`src/common/msp_defines.svh`:
```
// constants for the motor serial setup port: timing, offsets, fields, reset values
`ifndef MSP_DEFINES_SVH
`define MSP_DEFINES_SVH

// ----------------------------------------
// timing
// ----------------------------------------
`define MSP_CLK_PERIOD_NS  8
`define MSP_FRAME_BITS     16
`define MSP_T_SS_MIN_NS    1500
`define MSP_T_SS_MAX_NS    4000
`define MSP_SS_MASK_CYC    ((`MSP_T_SS_MIN_NS + `MSP_CLK_PERIOD_NS - 1) / `MSP_CLK_PERIOD_NS)
`define MSP_T_COD_MIN_NS   100
`define MSP_T_COD_MAX_NS   1000
`define MSP_COD_CYC        ((`MSP_T_COD_MIN_NS + `MSP_CLK_PERIOD_NS - 1) / `MSP_CLK_PERIOD_NS)
`define MSP_T_ODL_MAX_NS   4000
`define MSP_ODL_CYC        (`MSP_T_ODL_MAX_NS / `MSP_CLK_PERIOD_NS)
`define MSP_RST_PULSE_NS   40000000
`define MSP_RST_PULSE_CYC  ((`MSP_RST_PULSE_NS + `MSP_CLK_PERIOD_NS - 1) / `MSP_CLK_PERIOD_NS)

// ----------------------------------------
// register byte offsets
// ----------------------------------------
`define MSP_OFS_WORD_ONE   8'h00
`define MSP_OFS_WORD_TWO   8'h04
`define MSP_OFS_SETUP      8'h08
`define MSP_OFS_EXT        8'h0c
`define MSP_OFS_STATUS     8'h10
`define MSP_OFS_CTRL       8'h14

// ----------------------------------------
// fields and reset values
// ----------------------------------------
`define MSP_EXT_IGNORE_BIT 4
`define MSP_EXT_NORST_BIT  5
`define MSP_SEL_DEVID_BASE 4'h8
`define MSP_SEL_VENDOR     4'hb
`define MSP_SEL_ZERO       4'hc
`define MSP_SEL_ONE        4'hf
`define MSP_WORD_RST       16'h0000
`define MSP_CTRL_RST       1'b1

`endif

```
`src/common/msp_pkg.sv`:
```
// types shared by the motor serial setup port
package msp_pkg;
  // where a latched frame of port one goes
  typedef enum logic [1:0]
  {
    MSP_TGT_WORK  = 2'b00,
    MSP_TGT_SETUP = 2'b01,
    MSP_TGT_EXT   = 2'b10
  } msp_target_e;
endpackage

```
`src/rtl/msp_top.sv`:
```
// motor serial setup port: two serial ports, setup registers, logic out, dead time, apb
// How it works
// - each falling serial clock shifts data into the lsb; frames are sixteen bits.
// - the rising strobe after sixteen bits copies the whole word at once.
// - strobe level is ignored during shifting; only its rising edge acts.
// - two fully independent ports, one for bridges a-b, one for c-d.
// - power-down low shuts every bridge output off (high impedance).
// - power-down low clears all stored stepper parameters to zero.
// - sleeping strobe with data low loads the setup register.
// - sleeping strobe with data high loads the extended setup register.
// - extended setup routes one protection signal to the logic output.
// - extended bits can ignore protection and suppress the reset pulse.
// - three-bit device id and one-bit vendor id are readable bit by bit.
// - a four-bit selector in extended setup picks the logic output source.
// - selector 1100 gives constant zero, 1111 constant one, within 4000 ns.
// - strobes are masked for 1.5 to 4 us after a power-down change.
// - each bridge leg waits 100 to 1000 ns between opposite transistors.
// - setup register changes only on a sleeping strobe with data low.
//
// Our own choices: register access over APB and the placing of the registers.
`timescale 1ns/1ns
`include "msp_defines.svh"

// ----------------------------------------
// serial port: pin sync, shifter, strobe edge
// ----------------------------------------
module msp_serial_port #(
  parameter int W = `MSP_FRAME_BITS
) (
  input  wire logic         i_mclk,
  input  wire logic         i_rstn,
  input  wire logic         i_ce,
  input  wire logic         i_sclk,
  input  wire logic         i_sdata,
  input  wire logic         i_strobe,
  output logic              o_latch,
  output logic [W-1:0]      o_word,
  output logic              o_data_level
);
  logic [2:0] s1;
  logic [2:0] s2;
  logic       clk_prev;
  logic       stb_prev;
  wire        clk_fall = clk_prev & ~s2[0];
  wire        stb_rise = ~stb_prev & s2[2];

  // two flops on every pin; only s2 is looked at
  always_ff @(posedge i_mclk or negedge i_rstn)
  begin
    if (!i_rstn)
    begin
      s1       <= 3'h0;
      s2       <= 3'h0;
      clk_prev <= 1'b0;
      stb_prev <= 1'b0;
    end
    else if (i_ce)
    begin
      s1       <= {i_strobe, i_sdata, i_sclk};
      s2       <= s1;
      clk_prev <= s2[0];
      stb_prev <= s2[2];
    end
  end

  always_ff @(posedge i_mclk or negedge i_rstn)
  begin
    if (!i_rstn)
      o_word <= W'(0);
    else if (i_ce && clk_fall)
      o_word <= {o_word[W-2:0], s2[1]};
  end

  // strobe level alone never touches the shifter, only its edge latches
  assign o_latch      = i_ce & stb_rise;
  assign o_data_level = s2[1];
endmodule

// ----------------------------------------
// one bridge leg with crossover delay
// ----------------------------------------
module msp_deadtime #(
  parameter int DT_CYC = `MSP_COD_CYC
) (
  input  wire logic i_mclk,
  input  wire logic i_rstn,
  input  wire logic i_ce,
  input  wire logic i_en,
  input  wire logic i_cmd,
  output logic      o_hi,
  output logic      o_lo
);
  localparam logic [7:0] DT = 8'(DT_CYC);
  logic       cur;
  logic [7:0] dcnt;
  wire        change = ~i_en | (i_cmd != cur);

  // both off for DT+1 cycles on every change, then the new side on
  always_ff @(posedge i_mclk or negedge i_rstn)
  begin
    if (!i_rstn)
    begin
      o_hi <= 1'b0;
      o_lo <= 1'b0;
      cur  <= 1'b0;
      dcnt <= DT;
    end
    else if (i_ce)
    begin
      if (change)
      begin
        o_hi <= 1'b0;
        o_lo <= 1'b0;
        cur  <= i_cmd;
        dcnt <= DT;
      end
      else if (dcnt != 8'h00)
        dcnt <= dcnt - 8'h01;
      else
      begin
        o_hi <= cur;
        o_lo <= ~cur;
      end
    end
  end
endmodule

// ----------------------------------------
// top: two ports, setup state, logic out, apb
// ----------------------------------------
module msp_top #(
  parameter int        NPROT         = 8,
  parameter int        SS_MASK_CYC   = `MSP_SS_MASK_CYC,
  parameter int        RST_PULSE_CYC = `MSP_RST_PULSE_CYC,
  parameter logic [2:0] DEVICE_ID    = 3'h5, // value is arbitrary
  parameter logic      VENDOR_ID     = 1'b1  // value is arbitrary
) (
  input  wire logic             i_mclk,
  input  wire logic             i_rstn,
  input  wire logic             i_ce,
  input  wire logic             i_serial_clock_port_one,
  input  wire logic             i_serial_data_port_one,
  input  wire logic             i_latch_pulse_port_one,
  input  wire logic             i_serial_clock_port_two,
  input  wire logic             i_serial_data_port_two,
  input  wire logic             i_latch_pulse_port_two,
  input  wire logic             i_power_down_n,
  input  wire logic             i_supply_low,
  input  wire logic [NPROT-1:0] i_prot,
  input  wire logic [7:0]       i_leg_cmd,
  input  wire logic             i_psel,
  input  wire logic             i_penable,
  input  wire logic             i_pwrite,
  input  wire logic [7:0]       i_paddr,
  input  wire logic [31:0]      i_pwdata,
  input  wire logic [3:0]       i_pstrb,
  output logic [31:0]           o_prdata,
  output logic                  o_pready,
  output logic                  o_pslverr,
  output logic                  o_logic_out,
  output logic                  o_reset_output_n,
  output logic [7:0]            o_gate_hi,
  output logic [7:0]            o_gate_lo,
  output logic [15:0]           o_setup,
  output logic [15:0]           o_ext_setup,
  output logic [15:0]           o_word_one,
  output logic [15:0]           o_word_two
);
  localparam int         PW   = $clog2(RST_PULSE_CYC + 1);
  localparam logic [7:0] MASK = 8'(SS_MASK_CYC);
  localparam logic [PW-1:0] PULSE = PW'(RST_PULSE_CYC);

  logic             lat1;
  logic             lat2;
  logic             dl1;
  logic [15:0]      sh1;
  logic [15:0]      sh2;
  logic [1:0]       pd_s1;
  logic [1:0]       pd_s2;
  logic             pd_prev;
  logic [NPROT-1:0] prot_s1;
  logic [NPROT-1:0] prot_s2;
  logic             prot_prev;
  logic [7:0]       mask;
  logic [PW-1:0]    pulse;
  logic             ctrl_en;

  msp_serial_port #(.W(`MSP_FRAME_BITS)) u_port_one (
    .i_mclk       (i_mclk),
    .i_rstn       (i_rstn),
    .i_ce         (i_ce),
    .i_sclk       (i_serial_clock_port_one),
    .i_sdata      (i_serial_data_port_one),
    .i_strobe     (i_latch_pulse_port_one),
    .o_latch      (lat1),
    .o_word       (sh1),
    .o_data_level (dl1)
  );
  msp_serial_port #(.W(`MSP_FRAME_BITS)) u_port_two (
    .i_mclk       (i_mclk),
    .i_rstn       (i_rstn),
    .i_ce         (i_ce),
    .i_sclk       (i_serial_clock_port_two),
    .i_sdata      (i_serial_data_port_two),
    .i_strobe     (i_latch_pulse_port_two),
    .o_latch      (lat2),
    .o_word       (sh2),
    .o_data_level ()
  );

  // pin synchronisers for power-down, supply monitor and protection flags
  always_ff @(posedge i_mclk or negedge i_rstn)
  begin
    if (!i_rstn)
    begin
      pd_s1   <= 2'h0;
      pd_s2   <= 2'h0;
      prot_s1 <= '0;
      prot_s2 <= '0;
    end
    else if (i_ce)
    begin
      pd_s1   <= {i_supply_low, i_power_down_n};
      pd_s2   <= pd_s1;
      prot_s1 <= i_prot;
      prot_s2 <= prot_s1;
    end
  end

  // derived state; pd_prev resets low so a device born awake also masks once
  wire asleep    = ~pd_s2[0];
  wire sup_low   = pd_s2[1];
  wire pd_change = pd_prev != pd_s2[0];
  wire mask_on   = mask != 8'h00;
  wire ok1       = lat1 & ~mask_on;
  wire ok2       = lat2 & ~mask_on;
  wire prot_any  = |prot_s2;
  wire prot_rise = prot_any & ~prot_prev;
  wire react     = prot_any & ~o_ext_setup[`MSP_EXT_IGNORE_BIT];
  wire drive_ok  = ~asleep & ~react & o_reset_output_n & ctrl_en;
  msp_pkg::msp_target_e tgt1;
  assign tgt1 = ~asleep ? msp_pkg::MSP_TGT_WORK :
                (dl1 ? msp_pkg::MSP_TGT_EXT : msp_pkg::MSP_TGT_SETUP);

  // strobe mask after each power-down edge, held to the short end of the window
  always_ff @(posedge i_mclk or negedge i_rstn)
  begin
    if (!i_rstn)
    begin
      pd_prev <= 1'b0;
      mask    <= 8'h00;
    end
    else if (i_ce)
    begin
      pd_prev <= pd_s2[0];
      mask    <= pd_change ? MASK : (mask_on ? mask - 8'h01 : 8'h00);
    end
  end

  // sleeping strobes pick setup or extended setup by data level
  always_ff @(posedge i_mclk or negedge i_rstn)
  begin
    if (!i_rstn)
    begin
      o_setup     <= `MSP_WORD_RST;
      o_ext_setup <= `MSP_WORD_RST;
    end
    else if (ok1 && tgt1 == msp_pkg::MSP_TGT_SETUP)
      o_setup <= sh1;
    else if (ok1 && tgt1 == msp_pkg::MSP_TGT_EXT)
      o_ext_setup <= sh1;
  end

  // awake strobe copies the word; sleep clears the parameters
  always_ff @(posedge i_mclk or negedge i_rstn)
  begin
    if (!i_rstn)
    begin
      o_word_one <= `MSP_WORD_RST;
      o_word_two <= `MSP_WORD_RST;
    end
    else if (i_ce)
    begin
      if (asleep)
        o_word_one <= `MSP_WORD_RST;
      else if (ok1)
        o_word_one <= sh1;
      if (asleep)
        o_word_two <= `MSP_WORD_RST;
      else if (ok2)
        o_word_two <= sh2;
    end
  end

  wire [3:0] sel    = o_ext_setup[3:0];
  wire       is_id  = sel >= `MSP_SEL_DEVID_BASE && sel < `MSP_SEL_VENDOR;
  wire       id_bit = DEVICE_ID[sel[1:0]];
  wire       next_logic_out = ~sel[3]               ? prot_s2[sel[2:0]] :
                              is_id                 ? id_bit :
                              sel == `MSP_SEL_VENDOR ? VENDOR_ID :
                              sel == `MSP_SEL_ONE    ? 1'b1 : 1'b0;

  // reset pulse on a new protection event unless suppressed
  always_ff @(posedge i_mclk or negedge i_rstn)
  begin
    if (!i_rstn)
    begin
      o_logic_out      <= 1'b0;
      prot_prev        <= 1'b0;
      pulse            <= PW'(0);
      o_reset_output_n <= 1'b0;
    end
    else if (i_ce)
    begin
      o_logic_out      <= next_logic_out;
      prot_prev        <= prot_any;
      pulse            <= (prot_rise && !o_ext_setup[`MSP_EXT_NORST_BIT]) ? PULSE :
                          (pulse != PW'(0) ? pulse - PW'(1) : PW'(0));
      o_reset_output_n <= ~sup_low && pulse == PW'(0);
    end
  end

  // eight legs, all off while asleep or on an honoured fault
  genvar g;
  generate
    for (g = 0; g < 8; g++)
    begin : g_leg
      msp_deadtime #(.DT_CYC(`MSP_COD_CYC)) u_leg (
        .i_mclk (i_mclk),
        .i_rstn (i_rstn),
        .i_ce   (i_ce),
        .i_en   (drive_ok),
        .i_cmd  (i_leg_cmd[g]),
        .o_hi   (o_gate_hi[g]),
        .o_lo   (o_gate_lo[g])
      );
    end
  endgenerate

  // ----------------------------------------
  // apb slave, zero wait; read data captured in setup cycle
  // ----------------------------------------
  wire setup_ph = i_psel & ~i_penable;
  wire access   = i_psel & i_penable & i_ce;
  wire hit_w1   = i_paddr == `MSP_OFS_WORD_ONE;
  wire hit_w2   = i_paddr == `MSP_OFS_WORD_TWO;
  wire hit_su   = i_paddr == `MSP_OFS_SETUP;
  wire hit_ex   = i_paddr == `MSP_OFS_EXT;
  wire hit_st   = i_paddr == `MSP_OFS_STATUS;
  wire hit_ct   = i_paddr == `MSP_OFS_CTRL;
  wire hit_any  = hit_w1 | hit_w2 | hit_su | hit_ex | hit_st | hit_ct;
  wire [31:0] status = {28'h0, o_logic_out, o_reset_output_n, mask_on, asleep};
  wire [31:0] next_prdata = hit_w1 ? {16'h0, o_word_one} :
                            hit_w2 ? {16'h0, o_word_two} :
                            hit_su ? {16'h0, o_setup} :
                            hit_ex ? {16'h0, o_ext_setup} :
                            hit_st ? status :
                            hit_ct ? {31'h0, ctrl_en} : 32'h0;
  assign o_pready  = i_ce;
  assign o_pslverr = access & ~hit_any;

  // drive enable is the only writable bit; everything else is read-only state
  always_ff @(posedge i_mclk or negedge i_rstn)
  begin
    if (!i_rstn)
    begin
      o_prdata <= 32'h0;
      ctrl_en  <= `MSP_CTRL_RST;
    end
    else if (i_ce)
    begin
      if (setup_ph && !i_pwrite)
        o_prdata <= next_prdata;
      if (access && i_pwrite && hit_ct && i_pstrb[0])
        ctrl_en <= i_pwdata[0];
    end
  end
endmodule

```
`config.mk`:
```
export PLATFORM = sky130hd
export DESIGN_NAME = msp_top
export DESIGN_NICKNAME = d
export VERILOG_FILES = /design/src/common/msp_pkg.sv /design/src/rtl/msp_top.sv
export VERILOG_INCLUDE_DIRS = /design/src /design/src/common
export SDC_FILE = /design/constraint.sdc
export NUM_CORES = 1
export LEC_CHECK = 0
export ABC_AREA = 1
export BUFFER_PORTS_ARGS = -buffer_cell sky130_fd_sc_hd__buf_2
export CAP_MARGIN = 5
export CORE_ASPECT_RATIO = 1.1
export CORE_MARGIN = 3
export CORE_UTILIZATION = 43
export DETAILED_ROUTE_END_ITERATION = 12
export PLACE_DENSITY_LB_ADDON = 0.12
export SKIP_LAST_GASP = 1
export SYNTH_ARGS = -nofsm -noshare
export SYNTH_HDL_FRONTEND = slang
export SYNTH_SLANG_ARGS = --single-unit
```
`constraint.sdc`:
```
create_clock -name i_mclk -period 1.7 [get_ports i_mclk]
set_input_delay 0.085 -clock i_mclk [delete_from_list [all_inputs] [get_ports i_mclk]]
set_output_delay 0.085 -clock i_mclk [all_outputs]
set_load 0.005 [all_outputs]
```
==> results by group <==
Run status
  • Status: finished, final reports clean

Placement
  • Final HPWL DP: 25.5 mm
  • Area after DPL: about 16000 sq um
  • Routability congestion estimate from global placement: 0.880
  • IO buf count: between 100 and 150

Yosys
  • Synthesized area: ~14000 sq um
  • Flop and latch count out of synthesis: 272
  • Cell with the most instances after synthesis: nand2_1
  • Yosys cell types: 42
  • Top cells by area, synth: dfrtp_1, nand2_1, nand3_1
  • Number of synthesized flops with an enable pin: 0
  • Top cells by count, synth: nand2_1, dfrtp_1, nor2_1, nand3_1, inv_1
  • Syn Area/Cell: roughly 8.0 sq um
  • Register area share after synthesis: 48.5%
  • Top-area cell type share of the netlist area: about 44%
  • Yosys top cell by area: dfrtp_1
  • Mapped Cells: ~1800
  • FFs w/ async S/R, synth: 100%
  • Synth warnings: 0
  • Most used DFF post-synth: dfrtp_1

Worst setup path
  • R2r startpoint: pd_s2[0]
  • CP top delay family: buffers and inverters
  • R2R Path End: pd_s2[0]
  • Critical Path Slowest Stage Cell: dlygate4sd3_1
  • WS Path Type: flip-flop to flip-flop
  • Crit path cell chain: buf_4 -> inv_1 -> o21ai_0 -> dlygate4sd3_1
  • Crit-path max FO: 19
  • CP startpoint kind: flip-flop
  • R2R cell count: 4
  • R2R setup slack: 0.05 ns
  • Max stage delay on crit path: 0.56 ns
  • Data required time of the worst path: about 2.2 ns
  • Crit path DAT: 2.11 ns
  • Worst path buffer plus inverter count: 3
  • Crit end category: flip-flop

Global route
  • Antenna violations before repair: 0
  • Largest net degree at the start of global routing: 60
  • Vias in the first global route: 11700
  • Grt ovf: 0
  • First-pass GRT wire length: 59.9 mm
  • Total track usage: 20.7%

Die
  • Die area: approximately 35000 sq um
  • Core area: 31800 sq um
  • Initial Util: around 44%
  • Die width: 179 um
  • Die H: 196 um
  • Cell row count: 68
  • I/O pin count: 190

STA
  • Clock skew: roughly 0.019 ns
  • Unrepaired setup endpoints after global routing: yes
  • Tmin final: 1.65 ns
  • Hold Violations, Final: 0
  • Fmax: a little over 0.6 GHz
  • Final setup violation count: 0
  • Hold_ws: around 0.031 ns
  • Fin. max-slew vios: 0
  • Final Cycle Share: 97.3%

Route
  • Average routed wire per standard cell: about 15 um
  • Antenna Nets Post-Route: 0
  • Drt pass-1 iters: 5
  • Drt via density: 5.02
  • Initial drt markers: 727
  • Remaining DRCs: 0
  • WL final: 37.0 mm
  • Vias: 12300

Layout
  • Util after Layout: between 50% and 60%
  • Nets@finish: 2098
  • # diodes: 0
  • Share of cells above drive strength 1: 20.2%
  • Post-route cell area: 17600 sq um
  • P&R area growth vs syn: 24.6%

Clocking
  • Clk Latency, worst-skew pair: 0.58 ns
  • Num CTS Buffers: 31
  • CTS root buf: clkbuf_16
  • CTS sink count: between 200 and 300
  • CTS H-tree lvls: 1
  • Clock-pin slew on the worst setup and hold paths: ~0.060 ns
  • Max Root-Sink Buffers: 3
  • TritonCTS clock tree: done

Pwr
  • Seq pwr share: about 45%
  • Sw Share: 27.4%
  • Power share of the combinational group: 14.4%
  • Leak: 8.75 nW
  • Pwr dens: slightly above 900 nW/um^2
  • Clk pwr share: between 40% and 50%
  • Internal power: 11.8 mW
  • VDD IR max: 0.000831 V
  • Switch Pwr: about 4.5 mW

Min path
  • Min-Delay Path Class: input port to async pin

Flow run
  • Max-cap violations: 0
[registers in the layout (all words and copies together) (netlist names), 2 cells and up]
signal,count
g_leg.u_leg.o_hi,8
u_port_one.s1,3
pd_s2,2
u_port_two.s2,3
o_prdata,16
prot_s2,8
u_port_two.o_word,16
u_port_two.s1,3
o_ext_setup,16
mask,8
o_setup,16
g_leg.u_leg.cur,8
u_port_one.s2,3
u_port_one.o_word,16
o_word_one,16
prot_s1,8
g_leg.u_leg.dcnt,64
g_leg.u_leg.o_lo,8
pd_s1,2
o_word_two,16
pulse,23
[how the worst max path moves through the flow]
stage | slack [ns] | startpoint | depth (start not counted) | to
after floorplan | 0.1 | mask[0] | 10 | o_word_two[10]
after global placement | -0.02 | mask[1] | 10 | o_prdata[1]
after detailed placement | -0.04 | mask[1] | 10 | o_prdata[1]
after CTS | 0.001 | ctrl_en | 7 | g_leg[7].u_leg.dcnt[4]
after global routing | -0.05 | prot_s2[0] | 10 | g_leg[0].u_leg.o_lo
final | 0.05 | pd_s2[0] | 4 | pd_s2[0]
[layer usage]
layer / wire length [um] / vias up / track usage (%)
met5: 0 / - / 0
li1: - / 6166 / -
met1: 17000 / 5779 / 29.5
met3: 1960 / 55 / 2.86
met2: 17000 / 289 / 33.2
met4: 949 / 0 / 5.80
[kinds of logic (layout without fill, tap and decap cells)]
kind of cell	Yosys count	in the layout	share of synthesized area, %
AOI/OAI and AO/OA	156	156	6.09
other	1	16	0.0266
xor gates and xnor gates	57	57	3.54
adders and majority gates	19	19	1.69
buffers and inverters	217	467	7.16
DFF	272	272	48.5
muxes	14	14	1.11
and+or+nand+nor	1025	1028	31.9
[power groups by stage]
stage / Combinational [mW] / Sequential (mW) / Clock [mW]
after floorplan: 1.40 / 7.41 / 0
after global placement: 2.12 / 7.48 / 0
after detailed placement: 2.16 / 7.49 / 0
after CTS: 2.26 / 7.38 / 6.73
after global routing: 2.68 / 7.46 / 7.03
final: 2.35 / 7.39 / 6.56
[area by class of cell]
type                       count  area (sq um)
clock buffer                  48           920
clock inverter                 9          87.6
fill                        2980         14300
inverter                     122           463
multi-input combinational   1290          6470
sequential                   272          6840
tap                          420           526
timing repair buffer         288          2270
[timing repair]
item | in CTS | in global routing
setup endpoints to repair | 8 | 149
gates resized for setup | 4 | 38
cloned | 0 | 8
pin swaps | 0 | 10
hold endpoints to repair | 301 | 0
hold buffers | 41 | 0
buffers inserted | 0 | 12
[cells in the final DEF (no fill, tap or decap), types with 5 or more instances in the layout]
cell	count
a21oi_1	20
inv_1	113
nand4_2	5
conb_1	16
nand2_1	513
dfstp_2	25
dfrtp_1	247
buf_2	137
nor2_1	202
o21ai_0	85
xor2_1	38
ha_1	17
o31ai_1	17
mux2_2	13
nand3_1	194
o21ai_1	23
inv_2	7
nor2_2	10
nand2_4	13
or2_2	10
clkinv_2	6
nand3_2	5
clkbuf_16	35
clkbuf_8	8
xnor2_1	19
nand2_2	8
nand4_1	48
buf_12	21
dlygate4sd3_1	41
buf_4	83
clkbuf_1	9
[through the flow]
stage	TNS [ns]	total power [mW]	setup slack [ns]	instances
4_1_cts	0	16.4	0.00118	2429
3_5_place_dp	-0.0447	9.65	-0.0447	2331
3_3_place_gp	-0.0246	9.60	-0.0246	2331
5_1_grt	-0.527	17.2	-0.0497	2449
2_1_floorplan	0	8.81	0.0975	1776
6_report	0	16.3	0.0451	2449
Power figures use the tool's default switching activity.
